**config.mk**
```make
export PLATFORM = sky130hd
export DESIGN_NAME = cml_lookup
export DESIGN_NICKNAME = d
export VERILOG_FILES = /design/src/cml_pkg.sv /design/src/cml_lookup.sv
export VERILOG_INCLUDE_DIRS = /design/src
export SDC_FILE = /design/constraint.sdc
export NUM_CORES = 1
export LEC_CHECK = 0
export BUFFER_PORTS_ARGS = -buffer_cell sky130_fd_sc_hd__buf_2
export CORE_MARGIN = 4
export CORE_UTILIZATION = 45
export DETAILED_ROUTE_END_ITERATION = 8
export PLACE_DENSITY = 0.74
export SLEW_MARGIN = 30
export SYNTH_ARGS = -nofsm -noshare
export SYNTH_HDL_FRONTEND = slang
export SYNTH_SLANG_ARGS = --single-unit
```
**constraint.sdc**
```tcl
create_clock -name i_clk -period 10.25 [get_ports i_clk]
set_input_delay 2.05 -clock i_clk [delete_from_list [all_inputs] [get_ports i_clk]]
set_output_delay 2.05 -clock i_clk [all_outputs]
set_load 0.01 [all_outputs]
```
**src/cml_consts.svh**
```systemverilog
// constants for the cell model lookup block
// assumes a single 25 MHz clock and whole-degree temperature input
`ifndef CML_CONSTS_SVH
`define CML_CONSTS_SVH
`define CML_CLK_KHZ 25000
`define CML_TICK_MS 440
`define CML_TOP_DEG 9'sd40
`define CML_SEG1_DEG 9'sd10
`define CML_SEG2_DEG 9'sd20
`define CML_SEG3_DEG 9'sd30
`define CML_UNITY 16'h4000
`define CML_AE_SHIFT 4'h4
`define CML_AGE_SHIFT 5'h5
`define CML_WEAR_UNAGED 8'h80
`define CML_WEAR_MIN 8'h3F
`define CML_C_FULL 0
`define CML_C_AE 1
`define CML_C_SE 2
`define CML_IDX_SENSE 3'h0
`define CML_IDX_CHG_V 3'h1
`define CML_IDX_TERM_I 3'h2
`define CML_IDX_AE_V 3'h3
`define CML_IDX_AE_I 3'h4
`define CML_IDX_WREF_HI 3'h5
`define CML_IDX_WREF_LO 3'h6
`define CML_IDX_WEAR 3'h7
`define CML_PARAM_RST 8'h00
`endif

```
**src/cml_pkg.sv**
```systemverilog
// types shared by the cell model lookup block
// assumes nothing beyond the constants header
`default_nettype none
package cml_pkg;
  typedef struct packed {
    logic [15:0] full;
    logic [15:0] active_empty;
    logic [15:0] standby_empty;
  } cml_curve_s;
  typedef struct packed {
    logic [15:0] full40;
    logic [7:0] ae40;
    logic [2:0][3:0][7:0] slope;
  } cml_model_s;
  typedef struct packed {
    logic [7:0] sense_conductance;
    logic [7:0] charge_voltage_threshold;
    logic [7:0] termination_current_threshold;
    logic [7:0] active_empty_voltage;
    logic [7:0] active_empty_current;
    logic [15:0] wear_reference;
  } cml_app_s;
  typedef enum logic {CML_IDLE, CML_WALK} cml_state_e;
endpackage
`default_nettype wire

```
**src/cml_lookup.sv**
```systemverilog
// cell model lookup: rebuilds full and empty curves, holds parameters
// assumes model data and temperature come from logic on the same clock
//
// Behaviour
// - three curves, full, active and standby empty, four segments each
// - above forty degrees each curve holds its forty degree value
// - below zero each curve extends with its first segment slope
// - curves rebuilt in whole degree steps only
// - points normalised to forty degree full, stored in 6.25uVh units
// - active empty at forty stored as fraction, resolution 2^-10
// - standby empty at forty is fixed zero, not stored
// - slopes per degree, segment ends at 0,10,20,30,40 degrees
// - sense conductance is one byte of reciprocal shunt resistance
// - charge voltage threshold one byte, 19.52 mV per count
// - termination current threshold one byte, 50 uV units
// - active empty voltage one byte, 19.52 mV per count
// - active empty current unsigned byte, 200 uV units
// - wear reference two bytes in charge count units
// - wear factor one byte, 80h is unaged, floor near 49.2 percent
// - wear factor updated by aging and learning, scales capacity
// - host may read and write the wear factor at any time
// - wear factor saved to nonvolatile store, recalled at power-up
// - no standby current or voltage parameters are held
// - after 32 times wear reference of discharge, wear factor drops
// - lookup re-run every 440 ms
`default_nettype none
`include "cml_consts.svh"
module cml_lookup #(
  parameter int P_TICK_CYC = `CML_TICK_MS * `CML_CLK_KHZ
) (
  input wire logic i_clk,
  input wire logic i_nrst,
  input wire logic signed [7:0] i_temp,
  input wire cml_pkg::cml_model_s i_model,
  input wire logic i_reg_we,
  input wire logic [2:0] i_reg_idx,
  input wire logic [7:0] i_reg_wdata,
  output logic [7:0] o_reg_rdata,
  input wire logic i_recall_valid,
  input wire logic [7:0] i_recall_wear,
  input wire logic i_learn_valid,
  input wire logic [7:0] i_learn_wear,
  input wire logic i_discharge_step,
  output logic o_nv_save,
  output logic [7:0] o_nv_wear,
  output cml_pkg::cml_app_s o_app,
  output logic [7:0] o_wear_factor,
  output cml_pkg::cml_curve_s o_curves,
  output logic [15:0] o_full_aged,
  output logic o_valid
);
  import cml_pkg::*;

  // ==========================================================
  // helpers
  function automatic logic [1:0] seg_of(input logic signed [8:0] p);
    if (p > `CML_SEG3_DEG) begin
      return 2'h3;
    end else if (p > `CML_SEG2_DEG) begin
      return 2'h2;
    end else if (p > `CML_SEG1_DEG) begin
      return 2'h1;
    end
    return 2'h0;
  endfunction

  // ==========================================================
  // 440 ms processing tick
  logic [23:0] tick_cnt;
  logic tick;
  assign tick = (tick_cnt == 24'(P_TICK_CYC - 1));
  always_ff @(posedge i_clk or negedge i_nrst) begin
    if (!i_nrst) begin
      tick_cnt <= 24'h00_0000;
    end else if (tick) begin
      tick_cnt <= 24'h00_0000;
    end else begin
      tick_cnt <= tick_cnt + 24'h00_0001;
    end
  end

  // ==========================================================
  // application parameters
  cml_app_s app;
  logic [7:0] wear_factor;
  assign o_app = app;
  assign o_wear_factor = wear_factor;
  always_ff @(posedge i_clk or negedge i_nrst) begin
    if (!i_nrst) begin
      app <= '0;
    end else if (i_reg_we) begin
      if (i_reg_idx == `CML_IDX_SENSE) begin
        app.sense_conductance <= i_reg_wdata;
      end else if (i_reg_idx == `CML_IDX_CHG_V) begin
        app.charge_voltage_threshold <= i_reg_wdata;
      end else if (i_reg_idx == `CML_IDX_TERM_I) begin
        app.termination_current_threshold <= i_reg_wdata;
      end else if (i_reg_idx == `CML_IDX_AE_V) begin
        app.active_empty_voltage <= i_reg_wdata;
      end else if (i_reg_idx == `CML_IDX_AE_I) begin
        app.active_empty_current <= i_reg_wdata;
      end else if (i_reg_idx == `CML_IDX_WREF_HI) begin
        app.wear_reference[15:8] <= i_reg_wdata;
      end else if (i_reg_idx == `CML_IDX_WREF_LO) begin
        app.wear_reference[7:0] <= i_reg_wdata;
      end
    end
  end

  always_ff @(posedge i_clk or negedge i_nrst) begin
    if (!i_nrst) begin
      o_reg_rdata <= `CML_PARAM_RST;
    end else if (i_reg_idx == `CML_IDX_SENSE) begin
      o_reg_rdata <= app.sense_conductance;
    end else if (i_reg_idx == `CML_IDX_CHG_V) begin
      o_reg_rdata <= app.charge_voltage_threshold;
    end else if (i_reg_idx == `CML_IDX_TERM_I) begin
      o_reg_rdata <= app.termination_current_threshold;
    end else if (i_reg_idx == `CML_IDX_AE_V) begin
      o_reg_rdata <= app.active_empty_voltage;
    end else if (i_reg_idx == `CML_IDX_AE_I) begin
      o_reg_rdata <= app.active_empty_current;
    end else if (i_reg_idx == `CML_IDX_WREF_HI) begin
      o_reg_rdata <= app.wear_reference[15:8];
    end else if (i_reg_idx == `CML_IDX_WREF_LO) begin
      o_reg_rdata <= app.wear_reference[7:0];
    end else begin
      o_reg_rdata <= wear_factor;
    end
  end

  // ==========================================================
  // aging estimation
  logic [20:0] age_cnt;
  logic age_hit;
  logic host_wear;
  assign host_wear = i_reg_we && (i_reg_idx == `CML_IDX_WEAR);
  assign age_hit = i_discharge_step && (app.wear_reference != 16'h0000)
    && ((age_cnt + 21'h00_0001) >= {app.wear_reference, 5'h00});
  always_ff @(posedge i_clk or negedge i_nrst) begin
    if (!i_nrst) begin
      age_cnt <= 21'h00_0000;
    end else if (age_hit) begin
      age_cnt <= 21'h00_0000;
    end else if (i_discharge_step) begin
      age_cnt <= age_cnt + 21'h00_0001;
    end
  end

  // host write first, then recall, learn, aging
  always_ff @(posedge i_clk or negedge i_nrst) begin
    if (!i_nrst) begin
      wear_factor <= `CML_WEAR_UNAGED;
    end else if (host_wear) begin
      wear_factor <= i_reg_wdata;
    end else if (i_recall_valid) begin
      wear_factor <= i_recall_wear;
    end else if (i_learn_valid) begin
      wear_factor <= i_learn_wear;
    end else if (age_hit && wear_factor > `CML_WEAR_MIN) begin
      wear_factor <= wear_factor - 8'h01;
    end
  end

  // ==========================================================
  // nonvolatile save on each tick after a change
  always_ff @(posedge i_clk or negedge i_nrst) begin
    if (!i_nrst) begin
      o_nv_save <= 1'b0;
      o_nv_wear <= `CML_WEAR_UNAGED;
    end else begin
      o_nv_save <= tick && (wear_factor != o_nv_wear);
      if (i_recall_valid) begin
        o_nv_wear <= i_recall_wear;
      end else if (tick) begin
        o_nv_wear <= wear_factor;
      end
    end
  end

  // ==========================================================
  // curve walk, one degree per cycle
  cml_state_e state;
  logic signed [8:0] pos;
  logic signed [8:0] tgt;
  logic hot;
  logic walk_done;
  logic [1:0] seg;
  logic [15:0] val [3];
  assign walk_done = (state == CML_WALK) && (pos == tgt);
  assign seg = seg_of(pos);

  always_ff @(posedge i_clk or negedge i_nrst) begin
    if (!i_nrst) begin
      state <= CML_IDLE;
      pos <= `CML_TOP_DEG;
      tgt <= `CML_TOP_DEG;
      hot <= 1'b0;
    end else begin
      case (state)
        CML_IDLE: begin
          if (tick) begin
            state <= CML_WALK;
            pos <= `CML_TOP_DEG;
            hot <= ($signed(i_temp) >= `CML_TOP_DEG);
            if ($signed(i_temp) > `CML_TOP_DEG) begin
              tgt <= `CML_TOP_DEG;
            end else begin
              tgt <= 9'(i_temp);
            end
          end
        end
        default: begin
          if (pos == tgt) begin
            state <= CML_IDLE;
          end else begin
            pos <= pos - 9'sd1;
          end
        end
      endcase
    end
  end

  for (genvar c = 0; c < 3; c++) begin : g_curve
    logic [15:0] slp;
    logic [15:0] start;
    logic [16:0] sum;
    assign slp = {8'h00, i_model.slope[c][seg]};
    if (c == `CML_C_FULL) begin : g_full
      assign start = `CML_UNITY;
    end else if (c == `CML_C_AE) begin : g_ae
      assign start = {4'h0, i_model.ae40, 4'h0};
    end else begin : g_se
      assign start = 16'h0000;
    end
    if (c == `CML_C_FULL) begin : g_sub
      assign sum = {1'b0, val[c]} - {1'b0, slp};
    end else begin : g_add
      assign sum = {1'b0, val[c]} + {1'b0, slp};
    end
    always_ff @(posedge i_clk or negedge i_nrst) begin
      if (!i_nrst) begin
        val[c] <= 16'h0000;
      end else if (state == CML_IDLE && tick) begin
        val[c] <= start;
      end else if (state == CML_WALK && pos != tgt) begin
        if (sum[16]) begin
          val[c] <= (c == `CML_C_FULL) ? 16'h0000 : 16'hFFFF;
        end else begin
          val[c] <= sum[15:0];
        end
      end
    end
  end

  // ==========================================================
  // results
  logic [31:0] abs_prod;
  logic [23:0] aged_prod;
  assign abs_prod = i_model.full40 * val[`CML_C_FULL];
  assign aged_prod = abs_prod[29:14] * wear_factor;
  always_ff @(posedge i_clk or negedge i_nrst) begin
    if (!i_nrst) begin
      o_curves <= '0;
      o_full_aged <= 16'h0000;
      o_valid <= 1'b0;
    end else begin
      o_valid <= walk_done;
      if (walk_done) begin
        o_curves.full <= val[`CML_C_FULL];
        o_curves.active_empty <= val[`CML_C_AE];
        o_curves.standby_empty <= val[`CML_C_SE];
        o_full_aged <= aged_prod[22:7];
      end
    end
  end
endmodule
`default_nettype wire

```
* After elaboration in Yosys (flattened, before gate mapping) *
Cells that the tools add are included.

word-level totals
  flip-flop bits (word level) = 258
  input bits = 161
  word-level logic and storage cells = 128

operators by class
  $add $sub $neg = 7
  multipliers = 2
  magnitude comparators = 7
  equal/unequal tests = 12
  muxes and demuxes = 45
  bitwise operators = 7
  reduce and logical (&&, ||, !) cells = 24

operators by type and width
  cell                                                           count
  2-to-1 mux 16 bit                                              9
  2-to-1 mux 8 bit                                               16
  binary-select mux 8 bit (select 2 bit)                         3
  2-to-1 mux 21 bit                                              2
  2-to-1 mux 9 bit                                               4
  adder 16 x 8 -> 17 bit                                         2
  multiplier 16 x 16 -> 30 bit                                   1
  adder 24 x 1 -> 24 bit, second input constant                  1
  == test 24 bit, second input constant                          1
  2-to-1 mux 24 bit                                              1
  multiplier 16 x 8 -> 23 bit                                    1
  adder 21 x 1 -> 21 bit, second input constant                  1
  >= comparator 21 bit                                           1
  greater-than comparator 9 x 6 -> 1 bit, second input constant  2
  subtractor 16 x 8 -> 17 bit                                    1
  nonzero test 16 bit                                            1
  == test 3 bit, second input constant                           4
  == test 9 bit                                                  1
  greater-than comparator 9 x 5 -> 1 bit, second input constant  1
  != test 9 bit                                                  1
  subtractor 9 x 2 -> 9 bit, second input constant               1
  greater-than comparator 8 x 6 -> 1 bit, second input constant  1
  greater-than comparator 8 x 7 -> 1 bit, second input constant  1
  logical AND 1 bit                                              8
  19 further kinds                                               39

* Longest topological paths before layout *
Gate-level depths: netlist of run 1.

  word-level depth = 11
  mapped depth = 44
  mapped depth without buffers = 42

* Worst setup path before layout of run 1 *
No wires, ideal clock.

  kind = input port to flip-flop
  start point = input port i_model[109] (netlist name)
  end point = register o_full_aged[15]
  data arrival time = 11,852 ps
  setup slack = -1,728 ps
  stages = 41
  path through = clkbuf_1 -> nand2_1 -> fa_1 -> inv_1 -> fa_1 -> inv_1 -> fa_1 -> inv_1 -> fa_1 -> fa_1 -> inv_1 -> fa_1 -> inv_1 -> ha_1 -> nand3_1 -> a21o_2 -> a211oi_4 -> o21ai_1 -> [5 not listed] -> fa_1 -> inv_1 -> fa_1 -> fa_1 -> inv_1 -> fa_1 -> inv_1 -> ha_1 -> clkbuf_1 -> a21o_1 -> a21o_1 -> a21oi_1 -> o21ai_0 -> a21oi_1 -> a21oi_2 -> a21o_1 -> a311o_1 -> a221o_1

between the ends
  word-level cells in the longest chain between the ends = 2

RTL lines
  what                          RTL line           RTL
  start: declaration            cml_lookup.sv:34   input wire cml_pkg::cml_model_s i_model,
  multiplier 16 x 16 -> 30 bit  cml_lookup.sv:260  assign abs_prod = i_model.full40 * val[`CML_C_FULL];
  multiplier 16 x 8 -> 23 bit   cml_lookup.sv:261  assign aged_prod = abs_prod[29:14] * wear_factor;
  end signal: assignment        cml_lookup.sv:273  o_full_aged <= aged_prod[22:7];
  end: declaration              cml_lookup.sv:49   output logic [15:0] o_full_aged,

No other way between the ends.
A chain may end at the register's enable or synchronous reset.

* Worst setup path after layout of run 1 *
  start point = input port i_model[108] (netlist name)
  end point = register o_full_aged[15]

The elaborated chain is that of the path after synthesis.

==> flow_metrics.py, run 1 <==
metrics = {
    "grt": {
        "grt_pass1_vias": 21300,
        "antenna_found_initial": 4,
        "grt_pass1_wl_mm": 111,
        "grt_max_degree": 121,
        "grt_use_total": 0.226,
        "grt_remaining_overflow": 0,
    },
    "logic_synthesis": {
        "synth_ff_type": "dfrtp_1",
        "synth.area.mux_share": 0.0520,
        "yosysTopAreaCellShare": 0.247,
        "syn_nets": 3361,
        "synth-seq-cells": 257,
        "synth.distinct_cells": 77,
        "synth_area_leaders": "dfrtp_1 (25%), fa_1 (22%), ha_1 (8.6%), nand2_1 (6.0%), inv_1 (5.7%)",
        "async_flop_share": 1.00,
        "synth-seq-area-share": 0.254,
        "synthAdderAreaFrac": 0.305,
        "yosys_warnings": 0,
        "synth_largest_area_cell": "dfrtp_1",
        "syn_area_per_cell_um2": 9.24,
        "synth_area_um2": 25400,
        "synth_xor_xnor_area_share": 0.0369,
        "synth_compound_area_frac": 0.106,
        "synth_top_family_by_area": "adder cells",
        "yosys.area_share.simple": 0.169,
        "postSynthCellCount": 2748,
        "synth-edff-count": 0,
    },
    "placement": {
        "numPortBuffers": 306,
        "placedCellCount": 3840,
        "place_hpwl_mm": 53.6,
        "gp_congestion": 0.883,
    },
    "worst_setup_path": {
        "max_stage_delay_ps": 540,
        "critPathRequiredTime_ps": 10740,
        "critical_path.slowest_cell": "fa_1",
        "path_class": "primary input to register",
        "worstSetupStartpointType": "primary input",
        "end_kind": "register",
        "rr_startpoint": "val[36]",
        "cp_common_cell": "fa_1",
        "crit_arrival_ps": 11410,
        "cp_max_fo": 7,
        "crit_path_start": "i_model[108]",
    },
    "status": {
        "violations": "negative setup slack",
        "outcome": "complete, but fails checks",
    },
    "clock_tree": {
        "cts-hold-fix-buffers": 0,
        "cts_buffers": 30,
        "clkLatencyLatePin_ps": 610,
        "cts_tree": "yes",
        "cts_root_buf": "clkbuf_16",
        "cts.clk_slew.worst_paths_ps": 60,
        "clock-sinks": 257,
        "cts_buffer_depth": 3,
        "htreeDepth": 1,
    },
    "timing": {
        "fin_tns_setup_ps": -6490,
        "finalSetupViolCount": 14,
        "final-hold-violation-count": 0,
        "final-max-slew-violation-count": 0,
        "worstMarginPinSlew_ps": 907,
        "slew-limit-headroom": 0.396,
        "rsz0062_at_grt": "yes",
        "skew_ps": 48.8,
        "fin_crit_sh": 1.07,
        "clock.fmax_mhz": 91.6,
        "period_needed_ps": 10920,
        "fin_ws_ps": -671,
    },
    "floorplan": {
        "coreArea_um2": 55500,
        "die_area_um2": 60300,
        "start_util": 0.457,
        "fp.dieH_um": 246,
        "die_w_um": 246,
        "rows": 86,
        "ios": 307,
    },
    "routing": {
        "viasPerCell": 5.33,
        "wirelength_mm": 68.9,
        "vias": 20900,
        "dr.pass1.iters": 6,
        "routedWlPerCell_um": 17.6,
        "drc": 0,
        "antenna_left": 0,
        "drtIter0Drc": 1203,
    },
    "layout": {
        "syn_to_final_growth_pct": 20.7,
        "drive_above_1_share": 0.244,
        "nets": 3763,
        "mostFrequentLayoutCells": "nand2_1 (398), inv_1 (379), buf_2 (298), fa_1 (266), dfrtp_1 (251)",
        "fill_cells": 5026,
        "finish.utilization": 0.552,
        "stdcell_count": 3926,
        "mostFrequentLayoutCell": "nand2_1",
    },
    "job": {
        "maxCapViolations": 0,
    },
    "min_path": {
        "min_path_type": "register to register",
        "hp-start": "o_curves[37]",
    },
}
==> state kept, by name, indices dropped and copies added (netlist names) <==
register       cells
o_full_aged       16
tgt                8
o_valid            1
o_reg_rdata        8
pos                9
o_curves          48
o_wear_factor      8
o_nv_save          1
age_cnt           21
tick_cnt          24
o_app             56
o_nv_wear          8
state              1
val               48
==> critical path, delay by kind of cell <==
family                   cells  cell delay, ps
AO/OA/AOI/OAI               12            2300
XOR/XNOR                     1             160
adder cells (fa/ha/maj)     12            5450
buffers and inverters       11             890
AND/OR/NAND/NOR              5             530
==> layout make-up <==
cell class	instances	area (µm²)	share of cell area
diodes	4	10.0	0.000326
clock buffers	41	852	0.0278
clock inverters	15	236	0.00771
inverters	390	1470	0.0478
multi-input cells	1970	17600	0.574
flip-flops and latches	257	6440	0.210
well taps	748	936	0.0305
repair buffers	501	3120	0.102
==> cells in the mapped netlist (12+ instances only) <==
| master | count |
|---|---|
| nand4_1 | 23 |
| and2_1 | 199 |
| a221oi_1 | 18 |
| o21ai_0 | 102 |
| xnor2_1 | 66 |
| dfrtp_1 | 251 |
| nor2_1 | 84 |
| nor3_1 | 42 |
| and3_1 | 27 |
| o21a_1 | 12 |
| ha_1 | 175 |
| nand2_1 | 409 |
| a21o_1 | 25 |
| inv_1 | 389 |
| xor2_1 | 41 |
| a31oi_1 | 23 |
| mux2_2 | 80 |
| clkbuf_1 | 121 |
| fa_1 | 277 |
| mux2i_1 | 21 |
| a22oi_1 | 25 |
| a21oi_1 | 91 |
| nand3_1 | 38 |
==> logic make-up after synthesis <==
group,after synthesis
flops,257
simple gates,891
buf+inv,521
compound gates,409
fa+ha+maj,452
mux,111
xor+xnor,107
==> metrics by stage <==
| stage | instance area, µm² | hold WS (ps) | setup WS, ps |
|---|---|---|---|
| detailed placement | 28900 | 458 | -1550 |
| finish | 30700 | 469 | -671 |
| floorplan | 25700 | 439 | -934 |
| CTS | 30400 | 471 | -628 |
| global route | 30700 | 494 | -1070 |
| global placement | 28900 | 455 | -1420 |
==> repair_timing <==
action,CTS,global route
pin swaps,74,34
buffers inserted,17,8
resized for setup,68,44
endpoints found under the setup margin,14,16
==> per-layer routing <==
metal,up-vias,GRT usage,share of wire
met2,571,0.381,0.49
met1,10500,0.302,0.42
met4,2,0.0552,0.026
met5,-,0,0.00019
li1,9770,-,-
met3,101,0.0434,0.061
==> worst paths after layout <==
kind	endpoint	slack, ps	cells after the start
max	o_full_aged[15]	-670	41
min	o_curves[37]	470	2
max reg2reg	o_full_aged[15]	190	39
min reg2reg	o_curves[37]	470	2
max in group asynchronous	o_full_aged[4]	7590	2
min in group asynchronous	o_curves[28]	1350	1
Power of run 1 is left out: the tool's default activity adds up to more than one toggle a clock period on the data nets, which glitch-free logic cannot reach.
==> run 2: changes to the inputs <==
- PLACE_DENSITY: 0.74 -> default
- PLACE_DENSITY_LB_ADDON: default -> 0.15
==> run 2 against run 1 <==
Flip-flop and latch count unchanged; non-clock buffer count decreased by 3; die area unchanged; critical endpoint unchanged; the run still ends with negative setup slack left; first-iteration DRC count decreased by 9.6%; maximum frequency decreased by 3.0%; register-to-register slack got worse by 290 ps; clock skew decreased by 21 ps; hold slack improved by 5.1 ps; wire length increased by 5.2%; clock-buffer cell count increased by 7; cell area about the same; cell count about the same.
==> flow_metrics.py, run 2 (synthesis gave the netlist of run 1 again) <==
metrics = {
    "status": {
        "outcome": "complete, but fails checks",
        "violations": "negative setup slack",
    },
    "grt": {
        "grt_use_total": 0.241,
        "grt_max_degree": 124,
        "grt_pass1_vias": 22100,
        "grt_pass1_wl_mm": 117,
        "grt_remaining_overflow": 0,
        "antenna_found_initial": 1,
    },
    "worst_setup_path": {
        "r2r_slack_ps": -100,
        "cp_max_fo": 7,
        "crit_arrival_ps": 11660,
        "worstSetupStartpointType": "primary input",
        "r2r_cells": 42,
        "path_class": "primary input to register",
        "crit-reg2reg-capture": "o_full_aged[15]",
        "critPathRequiredTime_ps": 10650,
        "critical_path.slowest_cell": "fa_1",
        "end_kind": "register",
        "rr_startpoint": "val[37]",
        "max_stage_delay_ps": 570,
        "cp_common_cell": "fa_1",
    },
    "timing": {
        "final-hold-violation-count": 0,
        "slew-limit-headroom": 0.329,
        "fin_ws_ps": -1010,
        "final-max-slew-violation-count": 0,
        "skew_ps": 28.3,
        "fin_crit_sh": 1.10,
        "clock.fmax_mhz": 88.8,
        "period_needed_ps": 11260,
        "fin_tns_setup_ps": -9610,
        "rsz0062_at_grt": "yes",
        "finalSetupViolCount": 14,
        "worstMarginPinSlew_ps": 1010,
    },
    "floorplan": {
        "coreArea_um2": 55500,
        "fp.dieH_um": 246,
        "die_area_um2": 60300,
        "ios": 307,
        "rows": 86,
        "die_w_um": 246,
        "start_util": 0.457,
    },
    "layout": {
        "finish.utilization": 0.552,
        "syn_to_final_growth_pct": 20.8,
        "drive_above_1_share": 0.242,
        "mostFrequentLayoutCell": "nand2_1",
        "final_area_um2": 30700,
        "nets": 3764,
        "largest_reg_flops": 56,
        "stdcell_count": 3924,
        "mostFrequentLayoutCells": "nand2_1 (399), inv_1 (377), buf_2 (300), fa_1 (270), dfrtp_1 (251)",
    },
    "clock_tree": {
        "cts.clk_slew.worst_paths_ps": 50,
        "cts_buffer_depth": 3,
        "cts_buffers": 34,
        "clkLatencyLatePin_ps": 550,
        "cts_tree": "yes",
        "htreeDepth": 2,
        "cts-hold-fix-buffers": 0,
        "clock-sinks": 257,
        "cts_root_buf": "clkbuf_16",
    },
    "placement": {
        "place_area_um2": 28900,
        "numPortBuffers": 306,
        "placedCellCount": 3841,
        "place_hpwl_mm": 56.4,
        "gp_congestion": 0.884,
    },
    "min_path": {
        "whs_path_depth": 2,
        "min_path_type": "register to register",
        "hp-start": "o_curves[34]",
        "min_to": "o_curves[34]",
    },
    "routing": {
        "drc": 0,
        "viasPerCell": 5.38,
        "wirelength_mm": 72.6,
        "routedWlPerCell_um": 18.5,
        "drtIter0Drc": 1087,
        "dr.pass1.iters": 5,
        "vias": 21100,
        "antenna_left": 0,
    },
    "job": {
        "maxCapViolations": 0,
    },
}
## run 2: routing by layer
layer	track usage	wire, µm	up-vias
li1	-	-	9767
met1	0.322	30600	10600
met2	0.396	35000	593
met3	0.0506	4550	128
met4	0.0758	2390	0
met5	0	0	-
## run 2: worst max-delay path by stage
stage | from | end | slack (ps)
floorplan | i_model[111] | o_full_aged[15] | -930
global placement | i_model[110] | o_full_aged[15] | -1440
detailed placement | i_model[110] | o_full_aged[15] | -1610
CTS | i_model[111] | o_full_aged[15] | -960
global route | i_model[110] | o_full_aged[15] | -1390
finish | i_model[110] | o_full_aged[15] | -1010
## run 2: repair_timing
action                     4_1_cts  5_1_grt
pin swaps                        8       50
gates resized for setup         40       67
setup buffers                    5       18
setup endpoints to repair       15       16
cloned                           0        0
## run 2: stage by stage
step,hold slack (ps),setup slack (ps)
after global routing,499,-1390
after CTS,475,-964
final,474,-1010
after floorplan,439,-934
after detailed placement,458,-1610
after global placement,458,-1440
## run 2: critical path: cells and delay by family
kind	cells	cell delay [ps]
buf+inv	12	980
compound gates	14	2580
fa+ha+maj	12	5380
simple gates	5	500
xor+xnor	1	170
## run 2: final cells by class
type / instances / area (µm²)
multi-input combinational: 1970 / 17600
antenna: 1 / 2.50
clock buffer: 48 / 995
sequential: 257 / 6440
timing repair buffer: 498 / 3090
inverter: 390 / 1460
tap: 748 / 936
clock inverter: 12 / 161
fill: 4996 / 24900
Power of run 2 is left out for the same reason.
